===== config.mk =====
export PLATFORM = sky130hd
export DESIGN_NAME = lcr_top
export DESIGN_NICKNAME = d
export VERILOG_FILES = /design/src/hw/lcr_top.v /design/src/hw/lcr_wrgate.v
export VERILOG_INCLUDE_DIRS = /design/src /design/src/hw
export SDC_FILE = /design/constraint.sdc
export NUM_CORES = 1
export LEC_CHECK = 0
export BUFFER_PORTS_ARGS = -buffer_cell sky130_fd_sc_hd__buf_2
export CAP_MARGIN = 20
export CORE_UTILIZATION = 35
export CTS_BUF_LIST = sky130_fd_sc_hd__clkbuf_2
export DETAILED_ROUTE_END_ITERATION = 12
export REMOVE_ABC_BUFFERS = 1
export SKIP_LAST_GASP = 1
export SLEW_MARGIN = 20
export SYNTH_ARGS = -nofsm -noshare
export SYNTH_HDL_FRONTEND = slang
export SYNTH_HIERARCHICAL = 1
export SYNTH_SLANG_ARGS = --single-unit

===== constraint.sdc =====
create_clock -name MCLK_I -period 1.8 [get_ports MCLK_I]
set_clock_uncertainty 0.05 [all_clocks]
set_input_delay 0.18 -clock MCLK_I [delete_from_list [all_inputs] [get_ports MCLK_I]]
set_output_delay 0.18 -clock MCLK_I [all_outputs]
set_load 0.02 [all_outputs]

===== src/hw/lcr_defs.vh =====
// Constants for the limits configuration register block.
`ifndef LCR_DEFS_VH
`define LCR_DEFS_VH
`define LCR_ADDR_LIMCFG     8'h0c
`define LCR_BIT_FAULT_EN    0
`define LCR_BIT_RST_IND     1
`define LCR_BIT_FORCE_RST   2
`define LCR_BIT_DBL_WRITE   3
`define LCR_LSB_TWARN       4
`define LCR_MSB_TWARN       5
`define LCR_LSB_PEAK_LIM    6
`define LCR_MSB_PEAK_LIM    7
`define LCR_RESET_VALUE     8'h02
`define LCR_TWARN_C0        8'h6e
`define LCR_TWARN_C1        8'h78
`define LCR_TWARN_C2        8'h82
`define LCR_TWARN_C3        8'h8c
`define LCR_FAST_UP_CYCLES  4'h8
`endif


===== src/hw/lcr_top.v =====
// Limits configuration register with fault re-arm control.
`timescale 1ns/1ps
`default_nettype none
`include "lcr_defs.vh"
// Function
// Re-arm zero: stay off after fault.
// Re-arm one: fast power-up keeping registers.
// Any register reset sets reset indicator.
// Host clears indicator to detect resets.
// Threshold codes select 110 to 140 C.
// Protocol bit selects single or double write.
// Forced reset restores defaults, self-clears.
module lcr_top (
	// Clock and reset.
	input  wire       MCLK_I,
	input  wire       RST_N_I,
	// Register access from the serial front end.
	input  wire       WR_I,
	input  wire [7:0] ADDR_I,
	input  wire [7:0] WDATA_I,
	output reg  [7:0] RDATA_O,
	// Fault events from the analog side.
	input  wire       THERMAL_SHUTDOWN_I,
	input  wire       OUTPUT_SHORT_FAULT_I,
	// Power stage control.
	output reg        RUN_O,
	output reg        FAST_POWER_UP_SEQUENCE_O,
	// Decoded settings.
	output reg  [7:0] TWARN_CELSIUS_O,
	output reg  [1:0] PEAK_LIMIT_SEL_O,
	output reg        DOUBLE_WRITE_O
);
	// Data flow: a raw write passes the protocol gate, lands in the
	// register one edge later, and the register drives every setting
	// output through one more flip-flop. The fault state machine reads
	// only the re-arm bit and the two fault levels, and it never writes
	// the register, so a fault cannot disturb the host's setup.

	// Fault handling states, one-hot. OFF is left only through the reset
	// pin, so without re-arm the part stays down until the system acts.
	localparam ST_RUN     = 3'b001;
	localparam ST_OFF     = 3'b010;
	localparam ST_FAST_UP = 3'b100;

	// Gated write handed on by the protocol stage.
	wire       wr_ok;
	wire [7:0] wr_addr;
	wire [7:0] wr_data;
	wire       wr_hit;
	// Configuration register and its next value.
	reg  [7:0] limits_configuration_r;
	reg  [7:0] limits_configuration_nxt;
	// Fault state, hold-off counter and their next values.
	reg  [2:0] state_r;
	reg  [2:0] state_nxt;
	reg  [3:0] cnt_r;
	reg  [3:0] cnt_nxt;
	// Next values of the registered outputs.
	reg  [7:0] rdata_nxt;
	reg        run_nxt;
	reg        fast_up_nxt;
	reg  [7:0] twarn_nxt;
	reg  [1:0] peak_lim_nxt;
	reg        dbl_nxt;
	// Field views of the stored register.
	wire       fault_en;
	wire       force_rst;
	wire       dbl_mode;
	wire [1:0] twarn_code;
	wire [1:0] peak_lim_code;
	// Either fault event stops the power stage at once.
	wire       fault;

	// Threshold code to degrees Celsius, ten degrees a step from 110.
	function [7:0] twarn_deg;
		input [1:0] code;
		begin
			case (code)
				2'b00: twarn_deg = `LCR_TWARN_C0;
				2'b01: twarn_deg = `LCR_TWARN_C1;
				2'b10: twarn_deg = `LCR_TWARN_C2;
				default: twarn_deg = `LCR_TWARN_C3;
			endcase
		end
	endfunction

	// Address decode, shared by the write and the read path so the two
	// can never disagree on where the register lives.
	function addr_hit;
		input [7:0] addr;
		begin
			addr_hit = (addr == `LCR_ADDR_LIMCFG);
		end
	endfunction

	// The fault inputs are levels; the state machine looks at them on
	// every edge, so even a one-cycle fault is acted upon.
	assign fault         = THERMAL_SHUTDOWN_I | OUTPUT_SHORT_FAULT_I;

	// Field views, so the logic below reads by meaning, not bit index.
	assign fault_en      = limits_configuration_r[`LCR_BIT_FAULT_EN];
	assign force_rst     = limits_configuration_r[`LCR_BIT_FORCE_RST];
	assign dbl_mode      = limits_configuration_r[`LCR_BIT_DBL_WRITE];
	assign twarn_code    =
		limits_configuration_r[`LCR_MSB_TWARN:`LCR_LSB_TWARN];
	assign peak_lim_code =
		limits_configuration_r[`LCR_MSB_PEAK_LIM:`LCR_LSB_PEAK_LIM];
	assign wr_hit        = wr_ok && addr_hit(wr_addr);

	// Protocol gate. It reads the stored mode bit, so a write that changes
	// the mode only governs the writes that follow it.
	lcr_wrgate u_gate (
		.clk_i   (MCLK_I),
		.rst_n_i (RST_N_I),
		.wr_i    (WR_I),
		.addr_i  (ADDR_I),
		.data_i  (WDATA_I),
		.dbl_i   (dbl_mode),
		.wr_o    (wr_ok),
		.addr_o  (wr_addr),
		.data_o  (wr_data)
	);

	// Next register value. A forced reset is stored for one cycle and then
	// defaults load; it wins over a write in that cycle, so the reset
	// indicator is never lost to a late write.
	always @* begin
		limits_configuration_nxt = limits_configuration_r;
		if (force_rst) begin
			limits_configuration_nxt = `LCR_RESET_VALUE;
		end else if (wr_hit) begin
			limits_configuration_nxt = wr_data;
		end
	end

	// Register storage. A fault never touches it, so fast power-up resumes
	// with the values the host last programmed.
	always @(posedge MCLK_I) begin
		if (!RST_N_I) begin
			limits_configuration_r <= `LCR_RESET_VALUE;
		end else begin
			limits_configuration_r <= limits_configuration_nxt;
		end
	end

	// Fault handling: off for good, or a timed fast power-up that keeps the
	// setup. The hold-off restarts while the fault persists, so the stage
	// only comes back after a full quiet interval.
	always @* begin
		state_nxt = state_r;
		cnt_nxt   = cnt_r;
		case (state_r)
			ST_RUN: begin
				if (fault) begin
					if (fault_en) begin
						state_nxt = ST_FAST_UP;
						cnt_nxt   = `LCR_FAST_UP_CYCLES;
					end else begin
						state_nxt = ST_OFF;
					end
				end
			end
			ST_OFF: begin
				// No way out but the reset pin.
				state_nxt = ST_OFF;
			end
			ST_FAST_UP: begin
				if (fault) begin
					cnt_nxt = `LCR_FAST_UP_CYCLES;
				end else if (cnt_r == 4'h1) begin
					state_nxt = ST_RUN;
				end else begin
					cnt_nxt = cnt_r - 4'h1;
				end
			end
			default: begin
				// An illegal code falls back to running.
				state_nxt = ST_RUN;
				cnt_nxt   = 4'h0;
			end
		endcase
	end

	// State and counter storage.
	always @(posedge MCLK_I) begin
		if (!RST_N_I) begin
			state_r <= ST_RUN;
			cnt_r   <= 4'h0;
		end else begin
			state_r <= state_nxt;
			cnt_r   <= cnt_nxt;
		end
	end

	// Output next values. Read data follows the address of the previous
	// cycle; an unmapped address reads as zero.
	always @* begin
		rdata_nxt    = 8'h00;
		if (addr_hit(ADDR_I)) begin
			rdata_nxt = limits_configuration_r;
		end
		run_nxt      = (state_r == ST_RUN) && !fault;
		fast_up_nxt  = (state_r == ST_FAST_UP);
		twarn_nxt    = twarn_deg(twarn_code);
		peak_lim_nxt = peak_lim_code;
		dbl_nxt      = dbl_mode;
	end

	// Registered outputs, so no pin is driven through logic.
	always @(posedge MCLK_I) begin
		if (!RST_N_I) begin
			RDATA_O                  <= 8'h00;
			RUN_O                    <= 1'b0;
			FAST_POWER_UP_SEQUENCE_O <= 1'b0;
			TWARN_CELSIUS_O          <= `LCR_TWARN_C0;
			PEAK_LIMIT_SEL_O         <= 2'b00;
			DOUBLE_WRITE_O           <= 1'b0;
		end else begin
			RDATA_O                  <= rdata_nxt;
			RUN_O                    <= run_nxt;
			FAST_POWER_UP_SEQUENCE_O <= fast_up_nxt;
			TWARN_CELSIUS_O          <= twarn_nxt;
			PEAK_LIMIT_SEL_O         <= peak_lim_nxt;
			DOUBLE_WRITE_O           <= dbl_nxt;
		end
	end
endmodule // lcr_top
`default_nettype wire


===== src/hw/lcr_wrgate.v =====
// Write gate: classic single write or double write confirmation.
`timescale 1ns/1ps
`default_nettype none
module lcr_wrgate (
	// Clock and reset.
	input  wire       clk_i,
	input  wire       rst_n_i,
	// Raw write request.
	input  wire       wr_i,
	input  wire [7:0] addr_i,
	input  wire [7:0] data_i,
	input  wire       dbl_i,
	// Accepted write.
	output reg        wr_o,
	output reg  [7:0] addr_o,
	output reg  [7:0] data_o
);
	reg       pend_r;
	reg [7:0] paddr_r;
	reg [7:0] pdata_r;

	// In double mode a write only lands when two identical writes follow.
	always @(posedge clk_i) begin
		if (!rst_n_i) begin
			pend_r  <= 1'b0;
			paddr_r <= 8'h00;
			pdata_r <= 8'h00;
			wr_o    <= 1'b0;
			addr_o  <= 8'h00;
			data_o  <= 8'h00;
		end else begin
			wr_o <= 1'b0;
			if (wr_i) begin
				addr_o <= addr_i;
				data_o <= data_i;
				if (!dbl_i) begin
					wr_o   <= 1'b1;
					pend_r <= 1'b0;
				end else if (pend_r && paddr_r == addr_i &&
					pdata_r == data_i) begin
					wr_o   <= 1'b1;
					pend_r <= 1'b0;
				end else begin
					pend_r  <= 1'b1;
					paddr_r <= addr_i;
					pdata_r <= data_i;
				end
			end
		end
	end
endmodule // lcr_wrgate
`default_nettype wire


# Word-level counts from Yosys, hierarchy flattened
# Cells that the tools add are included.
# Widths: inputs -> output; s select.
[op_classes]
add_sub_neg = 1
bitwise = 5
reduce_logical = 13
n_mux = 15
eq_ne = 15
[op_table]
columns = ["operator", "n"]
rows = [
  ["$pmux 8 s3", 1],
  ["$eq 8x4->1 const B", 2],
  ["$eq 8x8->1", 2],
  ["$mux 4", 4],
  ["$mux 3", 4],
  ["$pmux 4 s3", 1],
  ["$pmux 3 s3", 1],
  ["$ne 2x2->1 const B", 3],
  ["$reduce_and 3->1", 2],
  ["$eq 4x1->1 const B", 1],
  ["$logic_and 1x1->1", 4],
  ["$mux 1", 4],
  ["$not 1->1", 4],
  ["$reduce_and 2->1", 2],
  ["$reduce_and 4->1", 1],
  ["$sub 4x1->4 const B", 1],
  ["$eq 3x1->1 const B", 1],
  ["$eq 3x2->1 const B", 1],
  ["$eq 3x3->1 const B", 1],
  ["$ne 3x3->1 const B", 1],
  ["$reduce_or 3->1", 1],
  ["$eq 2x1->1 const B", 1],
  ["$eq 2x2->1 const B", 1],
  ["$logic_not 2->1", 1],
  ["other kinds (4)", 4],
]
[totals]
input_bits = 21
out_inout_bits = 21
reg_bits = 70
wordCells = 65

# Logic depth before layout (Yosys ltp)
# Gate-level depths: netlist (run 1).
[logic_depth]
depth_word = 5
depth_mapped = 7
depth_no_buf = 6

# Modules after synthesis
# The synthesis (run 1) kept the hierarchy.
[by_module_without_submodules]
columns = ["mod", "area_per_inst_um2", "cells_per_inst", "seq_area_each_um2", "instances"]
rows = [
  ["lcr_top", 1413.9, 139, 680.7, 1],
  ["lcr_wrgate", 1340.0, 119, 680.7, 1],
]

# Worst setup path before layout (run 1)
# No wires, ideal clock.
[synth_path]
path_kind = "reg2reg"
startpoint = "register u_gate.paddr_r[7]"
endpoint = "register u_gate.paddr_r[0]"
path_stages_with_launch = 8
setup_time_ns = 0.117
arrival_time_ns = 1.556
synth_period_minus_slack_ns = 1.722
setup_slack_ns = 0.078
path_buffers = 2
required_ns = 1.633
path_cell_list = "dfxtp_1 > xor2_1 > nor4_1 > nand3_1 > o2111a_1 > buf_6 > buf_8 > a22o_1"
[synth_via]
elab_chain_cells = 5
[synth_lines]
columns = ["item", "line_no", "rtl"]
rows = [
  ["from (decl)", "lcr_wrgate.v:19", "reg [7:0] paddr_r;"],
  ["from (signal assigned)", "lcr_wrgate.v:45", "paddr_r <= addr_i;"],
  ["$eq 8x8->1", "lcr_wrgate.v:39", "end else if (pend_r && paddr_r == addr_i &&"],
  ["$logic_and 1x1->1 (2 in series)", "lcr_wrgate.v:39", ""],
  ["$not 1->1 (no line)", "n/a", ""],
  ["$reduce_and 3->1 (no line)", "n/a", ""],
]
# Every way passes these cells.
# A chain may end at the register's enable or synchronous reset.

# Final worst setup path (run 1)
[layout_path]
startpoint = "input port WDATA_I[4]"
endpoint = "register u_gate.pdata_r[3]"
[layout_via]
elab_chain_cells = 4
[layout_lines]
columns = ["item", "line_no", "rtl"]
rows = [
  ["from (decl)", "lcr_top.v:20", "input wire [7:0] WDATA_I,"],
  ["$eq 8x8->1", "lcr_wrgate.v:40", "pdata_r == data_i) begin"],
  ["$logic_and 1x1->1", "lcr_wrgate.v:39", ""],
  ["$not 1->1 (no line)", "n/a", ""],
  ["$reduce_and 3->1 (no line)", "n/a", ""],
  ["to (signal assigned)", "lcr_wrgate.v:46", "pdata_r <= data_i;"],
  ["to (decl)", "lcr_wrgate.v:20", "reg [7:0] pdata_r;"],
]
# Every way passes these cells.

==> impl_metrics.ini, run 1 <==
[power]
power.total_uw = 2980
power_density_nw_per_um2 = 851
power_leakage_uw = 0.00158
vdd_drop_max_uv = 815

[synthesis]
synth_cells = 258
synth_top_cell_by_area = dfxtp_1
synth.avg_cell_area_um2 = 10.7
syn_area_um2 = 2750
synth_flop_cell = dfxtp_1
yosys_register_bits = 68
synthDistinctLibCells = 48
synth.area.top_cells = dfxtp_1, mux2i_1, xor2_1, nor2_1, ha_1
ys_async_sr_fraction_pct = 0
yosysWarnings = 6
synth_edf_count = 0
ys_seq_area_share_pct = 49.4
synth_top_cell_area_share_pct = 49.4

[cts]
insertion_delay_ps = 490
cts_sinks = 68
clock_path_buffers = 2
cts_tree = built
cts_resized = 0
clk_pin_slew_ps = 170
cts_setup_buffers = 0
htree_levels = 3
cts-root-buf = clkbuf_2
cts_buffers = 9

[drt]
via_per_inst = 4.53
dr_wl_met2_um = 2570
detail-route-antenna-nets = 0
top_layer_used = met4
first_pass_iters = 4
routed_wl_um = 5430
route.met3.wl_um = 244
post_drt_wl_per_cell_um = 12.4
vias = 1989
drt_iter0_markers = 62
wl_met1_um = 2570
drc = 0

[critical_path]
critPathKind = in -> reg
arrival_ps = 2210
end_kind = register
r2r-start = u_gate/pdata_r[0]$_SDFFE_PN0P_
r2r-end = u_gate/pdata_r[3]$_SDFFE_PN0P_
cp.required_ps = 2190
crit_path_start = WDATA_I[4]
r2r_setup_slack_ps = 20
rr_worst_depth = 7
crit_end = u_gate/pdata_r[3]$_SDFFE_PN0P_
critPathLaunchType = input port
path_max_fanout = 16

[global_route]
track_usage_pct = 14.4
grt_overflow = 0
antenna_found_initial = 0
grt_max_degree = 17
grt_pass1_wl_um = 9360
grt_pass1_vias = 1988

[layout]
layout_commonest_cell = dfxtp_1
drive_gt1_share_pct = 27.6
final_cell_mix = dfxtp_1, buf_2, nor2_1
area_growth_pct = 27.1
fillers = 735
n_antenna_cell = 0
fin_nets = 363

[placed_design]
dp_slack_ps = 34.8
dp_hpwl_um = 3750
port_buffers = 40
routabilityCongestion = 0.767

[sta]
final.period_utilization_pct = 101
drv_slew = 0
rsz0062_at_grt = yes
hold_viol = 0
timing.final.ws_setup_ps = -18.0
max_freq_ghz = 0.550
setup_viol = 14
fin_crit_ps = 1820

[job]
cap_violations = 0

[status]
outcome = complete, but fails checks
violations = setup timing

[floorplanning]
fp.dieArea_um2 = 8230
die_h_um = 90.7
num_io_pins = 42
start_util_pct = 37.0
die_w_um = 90.7
row_count = 31
coreArea_um2 = 7450

[worst_hold_path]
hp-class = in -> reg
## layout make-up
class	instances	area [µm²]	share of cell area, %
Tap cell	99	124	3.54
Clock buffer	9	45.0	1.29
Timing Repair Buffer	78	548	15.7
Multi-Input combinational cell	171	1280	36.6
Clock inverter	7	115	3.29
Sequential cell	68	1360	38.9
Inverter	7	26.3	0.751
## report_power, final
group | leakage (µW) | internal, µW | switching (µW)
Sequential | 0.000552 | 1540 | 27.2
Clock | 0.0000879 | 593 | 542
Combinational | 0.000940 | 140 | 136
Total | 0.00158 | 2270 | 705
## worst max-delay path, stage by stage
cell	delay (ps)
dlygate4sd3_1	530
buf_2	140
xor2_1	150
nor4_1	320
nand3_1	150
buf_4	170
o31ai_4	250
buf_12	180
a22o_2	140
## cell usage after synthesis (2+ instances only)
| cell | instances |
|---|---|
| a22o_2 | 7 |
| dfxtp_1 | 68 |
| and2_2 | 2 |
| nand3_1 | 6 |
| buf_2 | 2 |
| a21boi_0 | 2 |
| and3_1 | 2 |
| xnor2_1 | 2 |
| buf_4 | 3 |
| ha_1 | 7 |
| o31ai_1 | 2 |
| or2b_2 | 2 |
| o21bai_1 | 2 |
| buf_1 | 2 |
| o31ai_4 | 2 |
| xor2_1 | 15 |
| a22o_1 | 9 |
| nor4_1 | 5 |
| buf_6 | 2 |
| and2_1 | 12 |
| nand2_1 | 11 |
| o21ai_0 | 6 |
| nor3_1 | 3 |
| inv_1 | 6 |
| nor2_1 | 31 |
| mux2i_1 | 24 |
| clkbuf_1 | 2 |
## timing repair
action                     CTS  global route
hold buffers                20             0
setup endpoints to repair    2            16
hold endpoints to repair    38             0
pin swaps                    0             1
## worst min-delay path by stage
stage	from	end	slack, ps	depth (start not counted)
2_1_floorplan	RST_N_I	TWARN_CELSIUS_O[1]$_SDFF_PN1_	190	1
3_3_place_gp	u_gate/data_o[2]$_SDFFE_PN0P_	limits_configuration_r[2]$_SDFF_PP0_	370	2
3_5_place_dp	u_gate/data_o[2]$_SDFFE_PN0P_	limits_configuration_r[2]$_SDFF_PP0_	380	2
4_1_cts	OUTPUT_SHORT_FAULT_I	state_r[1]$_SDFFE_PN0P_	10	5
5_1_grt	OUTPUT_SHORT_FAULT_I	state_r[1]$_SDFFE_PN0P_	40	5
6_report	OUTPUT_SHORT_FAULT_I	state_r[1]$_SDFFE_PN0P_	70	5
## per-layer routing
layer,vias up,GRT usage [%]
li1,1043,-
met1,898,17.6
met2,43,24.1
met3,5,5.30
met4,0,3.23
met5,-,0
## cells by family after synthesis
kind of cell	synth area share (%)
other	0.136
adder cells (fa/ha/maj)	3.18
XOR/XNOR	5.41
buffers and inverters	4.04
AO/OA/AOI/OAI	11.9
multiplexers	8.72
AND/OR/NAND/NOR	17.2
flip-flops	49.4
## registers in the layout (all words and copies together), names as in the netlist, 2 cells and up
register,flops
TWARN_CELSIUS_O,6
u_gate/data_o,8
u_gate/pdata_r,8
RDATA_O,8
u_gate/paddr_r,8
u_gate/addr_o,8
limits_configuration_r,8
PEAK_LIMIT_SEL_O,2
state_r,3
cnt_r,4
## metrics by stage
step                      TNS, ps  cells  hold WS [ps]  util [%]  cell area, µm²
after floorplan                 0    246           192         -            2670
after global placement          0    403           374      42.2            3140
after detailed placement        0    403           381      42.2            3140
after CTS                  -0.854    439          11.9      47.0            3500
after global routing         -993    439          44.1      47.0            3500
final                        -153    439          66.2      47.0            3500
Note: power is estimated with default switching activity, not from simulation.
==> inputs of run 2 (changes only) <==
Settings changed: CORE_ASPECT_RATIO set to 1.2, CORE_MARGIN set to 4.
==> run 2 against run 1 <==
The flow still finishes with violations (setup timing); worst hold slack lost 26 ps; critical endpoint is now u_gate/pdata_r[2]$_SDFFE_PN0P_; clock-buffer cell count grew 2; critical path type unchanged; combinational power grew 3%; largest cell class unchanged; largest power group unchanged; flip-flop and latch count is the same.
==> impl_metrics.ini, run 2 (synthesis results as in run 1) <==
[drt]
via_per_inst = 4.73
routed_wl_um = 5760
detail-route-antenna-nets = 0
drt_iter0_markers = 70
vias = 2067
post_drt_wl_per_cell_um = 13.2
drc = 0
first_pass_iters = 4

[cts]
cts_tree = built
cts_buffers = 9
insertion_delay_ps = 490
cts_sinks = 68
cts-root-buf = clkbuf_2
clk_pin_slew_ps = 170
htree_levels = 3
clock_path_buffers = 2

[global_route]
track_usage_pct = 13.4
antenna_found_initial = 0
grt_pass1_wl_um = 9710
grt_max_degree = 23
grt_overflow = 0
grt_pass1_vias = 2043

[layout]
n_antenna_cell = 0
drive_gt1_share_pct = 29.3
area_growth_pct = 28.1
final_cell_mix = dfxtp_1, buf_2, nor2_1
fin_nets = 368
finish.utilization_pct = 46.0
layout_commonest_cell = dfxtp_1
layout.cells.non_filler = 437
fillers = 742

[status]
outcome = complete, but fails checks
violations = setup timing

[sta]
timing.final.ws_setup_ps = -21.7
fin_crit_ps = 1820
hold_viol = 0
max_freq_ghz = 0.549
drv_slew = 0
rsz0062_at_grt = yes
setup_viol = 9
final.period_utilization_pct = 101

[critical_path]
cp_slowest_cell = dlygate4sd3_1
max_stage_delay_ps = 530
cp_num_cells = 9
path_max_fanout = 11
arrival_ps = 2190
end_kind = register
r2r-end = u_gate/pdata_r[2]$_SDFFE_PN0P_
r2r-start = u_gate/pdata_r[7]$_SDFFE_PN0P_
critPathLaunchType = input port
cp_top_family = buffers and inverters
crit_end = u_gate/pdata_r[2]$_SDFFE_PN0P_
r2r_setup_slack_ps = 0
cp.required_ps = 2170
crit_path_start = ADDR_I[4]
critPathKind = in -> reg
path_cells = dlygate4sd3_1, buf_2, xor2_1, nor4_1, nand3_1, buf_4, o31ai_4, buf_6, a22o_2
rr_worst_depth = 7
path_buf_inv = 4

[placed_design]
place_inst = 400
port_buffers = 40
dp_hpwl_um = 4090
routabilityCongestion = 0.745

[worst_hold_path]
min_path_cells = 5
hp-class = in -> reg

[floorplanning]
num_io_pins = 42
fp.dieArea_um2 = 9360
coreArea_um2 = 7660
die_w_um = 89.0
die_h_um = 105
row_count = 35
start_util_pct = 35.9

[power]
vdd_drop_max_uv = 486
power_density_nw_per_um2 = 848
power_leakage_uw = 0.00161

[job]
cap_violations = 0
[run 2: cell types whose count changed in the layout (fill, tap and decap cells not counted), moves of 2 or more]
cell,delta
clkbuf_2,+2
buf_6,+2
clkinvlp_4,-2
buf_4,+4
[run 2: cell type report]
type	count	area (µm²)	area share [%]
Sequential cell	68	1360	38.6
Clock inverter	5	100	2.84
Multi-Input combinational cell	171	1290	36.5
Clock buffer	11	55.1	1.56
Tap cell	92	115	3.26
Timing Repair Buffer	83	581	16.5
Inverter	7	26.3	0.745
[run 2: what timing repair did]
item / 4_1_cts / 5_1_grt
setup endpoints to repair: 12 / 17
pin swaps: 3 / 1
resized for setup: 4 / 0
buffers inserted: 0 / 1
endpoints found under the hold margin: 29 / 0
hold buffers: 20 / 0
[run 2: worst min-delay path by stage]
stage | startpoint | to | slack (ps)
3_3_place_gp | limits_configuration_r[2]$_SDFF_PP0_ | RDATA_O[2]$_SDFF_PN0_ | 380
5_1_grt | OUTPUT_SHORT_FAULT_I | state_r[1]$_SDFFE_PN0P_ | 60
4_1_cts | OUTPUT_SHORT_FAULT_I | state_r[1]$_SDFFE_PN0P_ | 10
2_1_floorplan | RST_N_I | TWARN_CELSIUS_O[1]$_SDFF_PN1_ | 190
6_report | OUTPUT_SHORT_FAULT_I | state_r[1]$_SDFFE_PN0P_ | 40
3_5_place_dp | limits_configuration_r[2]$_SDFF_PP0_ | RDATA_O[2]$_SDFF_PN0_ | 380
[run 2: per-layer routing]
| layer | share of wire, % | global-route usage, % | up-vias | wire (µm) |
|---|---|---|---|---|
| li1 | - | - | 1049 | - |
| met5 | 0 | 0 | - | 0 |
| met2 | 48 | 21.7 | 41 | 2770 |
| met4 | 1.8 | 6.38 | 0 | 106 |
| met3 | 4.9 | 2.84 | 11 | 281 |
| met1 | 45 | 16.6 | 966 | 2600 |
[run 2: power by group]
part / switching [µW] / leakage (µW) / internal, µW / total, µW
sequential: 28.2 / 0.000553 / 1540 / 1570
combinational: 140 / 0.000962 / 144 / 284
clock: 531 / 0.0000959 / 607 / 1140
total: 699 / 0.00161 / 2290 / 2990
[run 2: tightest hold or removal path: stages]
cell     delay [ps]
buf_2           100
nor2_1           80
nand2_1          70
nand2_1          50
nor2_1           70
[run 2: metrics by stage]
stage          hold WS [ps]  total power [µW]  cell area, µm²  setup TNS, ps  setup slack (ps)
6_report               39.8              2990            3530           -121             -21.7
2_1_floorplan           192              1730            2670              0               100
4_1_cts                12.4              3030            3520              0             0.711
3_3_place_gp            378              1850            3150              0              68.6
5_1_grt                58.0              3130            3530          -1430              -110
3_5_place_dp            381              1850            3150          -17.9             -5.67
==> inputs of run 3 (changes only) <==
Clock period 1.8 ns to 2.1 ns, I/O delays scaled along.
==> run 3 against run 2 <==
The flow now finishes without violations; die area is the same; worst hold slack gained 25 ps; core utilization shrank 2.6 points; final cell count shrank 3.9%; clock power shrank 35%; flip-flop and latch count is the same; critical endpoint unchanged; largest power group unchanged.
==> impl_metrics.ini, run 3 (synthesis results as in run 1) <==
[status]
outcome = finished, final reports clean

[critical_path]
critPathKind = in -> reg
crit_end = u_gate/pdata_r[2]$_SDFFE_PN0P_
r2r-start = u_gate/paddr_r[7]$_SDFFE_PN0P_
cp.required_ps = 2410
r2r_setup_slack_ps = 190
r2r-end = u_gate/pdata_r[2]$_SDFFE_PN0P_
end_kind = register
crit_path_start = ADDR_I[0]
path_max_fanout = 17
critPathLaunchType = input port
rr_worst_depth = 5
arrival_ps = 2270

[job]
cap_violations = 0

[global_route]
grt_max_degree = 19
track_usage_pct = 13.0
grt_pass1_wl_um = 9570
grt_pass1_vias = 1980
antenna_found_initial = 0
grt_overflow = 0

[sta]
drv_slew = 0
setup_viol = 0
rsz0062_at_grt = no
maxSlewHeadroom_pct = 60.4
final.setup.tns_ps = 0
max_freq_ghz = 0.510
hold_viol = 0
tightest_slew_ps = 594
fin_crit_ps = 1960
final.period_utilization_pct = 93.5

[layout]
n_antenna_cell = 0
finish.instance_area_um2 = 3330
drive_gt1_share_pct = 25.9
final_cell_mix = dfxtp_1, buf_2, nor2_1
area_growth_pct = 20.9
layout_commonest_cell = dfxtp_1
fin_nets = 351

[worst_hold_path]
min_path_cells = 3
hp-class = in -> reg

[cts]
clk_pin_slew_ps = 180
cts_setup_buffers = 0
insertion_delay_ps = 460
cts-root-buf = clkbuf_2
clock_path_buffers = 2
htree_levels = 3
cts_sinks = 68
cts_tree = built
cts_buffers = 9

[floorplanning]
fp.dieArea_um2 = 9360
row_count = 35
die_h_um = 105
start_util_pct = 35.9
num_io_pins = 42
die_w_um = 89.0
coreArea_um2 = 7660

[placed_design]
dp_hpwl_um = 3850
dpl_cell_area_um2 = 3050
port_buffers = 40
routabilityCongestion = 0.824

[drt]
vias = 1975
detail-route-antenna-nets = 0
first_pass_iters = 4
routed_wl_um = 5500
drc = 0
via_per_inst = 4.70
post_drt_wl_per_cell_um = 13.1
drt_iter0_markers = 37

[power]
vdd_drop_max_uv = 403
power_density_nw_per_um2 = 691
power_leakage_uw = 0.00150
==> run 3: changes by cell type in the layout (fill, tap and decap cells not counted) <==
cell,previous run,this run
bufinv_16,3,1
dlygate4sd3_1,20,17
buf_6,2,0
clkinv_2,2,3
nor4_1,4,5
dfxtp_2,1,0
nor4_2,1,0
clkinvlp_4,0,1
dfxtp_1,67,68
buf_4,21,9
==> run 3: critical path, cell delays in order <==
cell and delay, ps:
dlygate4sd3_1 530, buf_2 150, xor2_1 160, nor4_1 310, nand3_1 140, o2111a_1 470, a22o_2 300
==> run 3: routing by layer <==
metal | share of wire, % | vias to the layer above | wire, µm | GRT usage (%)
met5 | 0 | - | 0 | 0
met4 | 0.84 | 0 | 46 | 5.43
met3 | 5.0 | 4 | 275 | 2.92
met2 | 47 | 47 | 2600 | 20.0
met1 | 47 | 910 | 2580 | 17.3
li1 | - | 1014 | - | -
==> run 3: stage by stage <==
step                      total power (µW)  hold slack [ps]  cells  utilization [%]  setup WS, ps
after detailed placement              1570              379    387             39.8           209
after floorplan                       1480              222    246                -           400
after global placement                1560              377    387             39.8           211
after global routing                  2420             33.6    420             43.4          78.5
after CTS                             2340             8.90    420             43.4           174
final                                 2300             64.3    420             43.4           138
==> run 3: what timing repair did <==
action                                 4_1_cts  5_1_grt
hold buffers                                17        0
endpoints found under the hold margin       35        0
resized for setup                            0        0
==> run 3: layout make-up <==
cell class / instances / area, µm²
tap: 92 / 115
inverter: 7 / 26.3
timing repair buffer: 66 / 438
clock inverter: 5 / 52.6
sequential: 68 / 1360
fill: 743 / 4330
multi-input combinational: 171 / 1280
clock buffer: 11 / 55.1
==> run 3: where the power goes <==
part | total [µW] | internal (µW) | switching (µW)
combinational | 220 | 107 | 113
sequential | 1350 | 1320 | 23.4
clock | 736 | 280 | 457
total | 2300 | 1710 | 593
==> run 3: worst min-delay path by stage <==
| stage | startpoint | to | slack (ps) |
|---|---|---|---|
| final | THERMAL_SHUTDOWN_I | RUN_O$_SDFF_PN0_ | 60 |
| after global routing | THERMAL_SHUTDOWN_I | RUN_O$_SDFF_PN0_ | 30 |
| after CTS | THERMAL_SHUTDOWN_I | RUN_O$_SDFF_PN0_ | 9 |
| after detailed placement | limits_configuration_r[2]$_SDFF_PP0_ | RDATA_O[2]$_SDFF_PN0_ | 380 |
| after global placement | limits_configuration_r[2]$_SDFF_PP0_ | RDATA_O[2]$_SDFF_PN0_ | 380 |
| after floorplan | RST_N_I | TWARN_CELSIUS_O[1]$_SDFF_PN1_ | 220 |
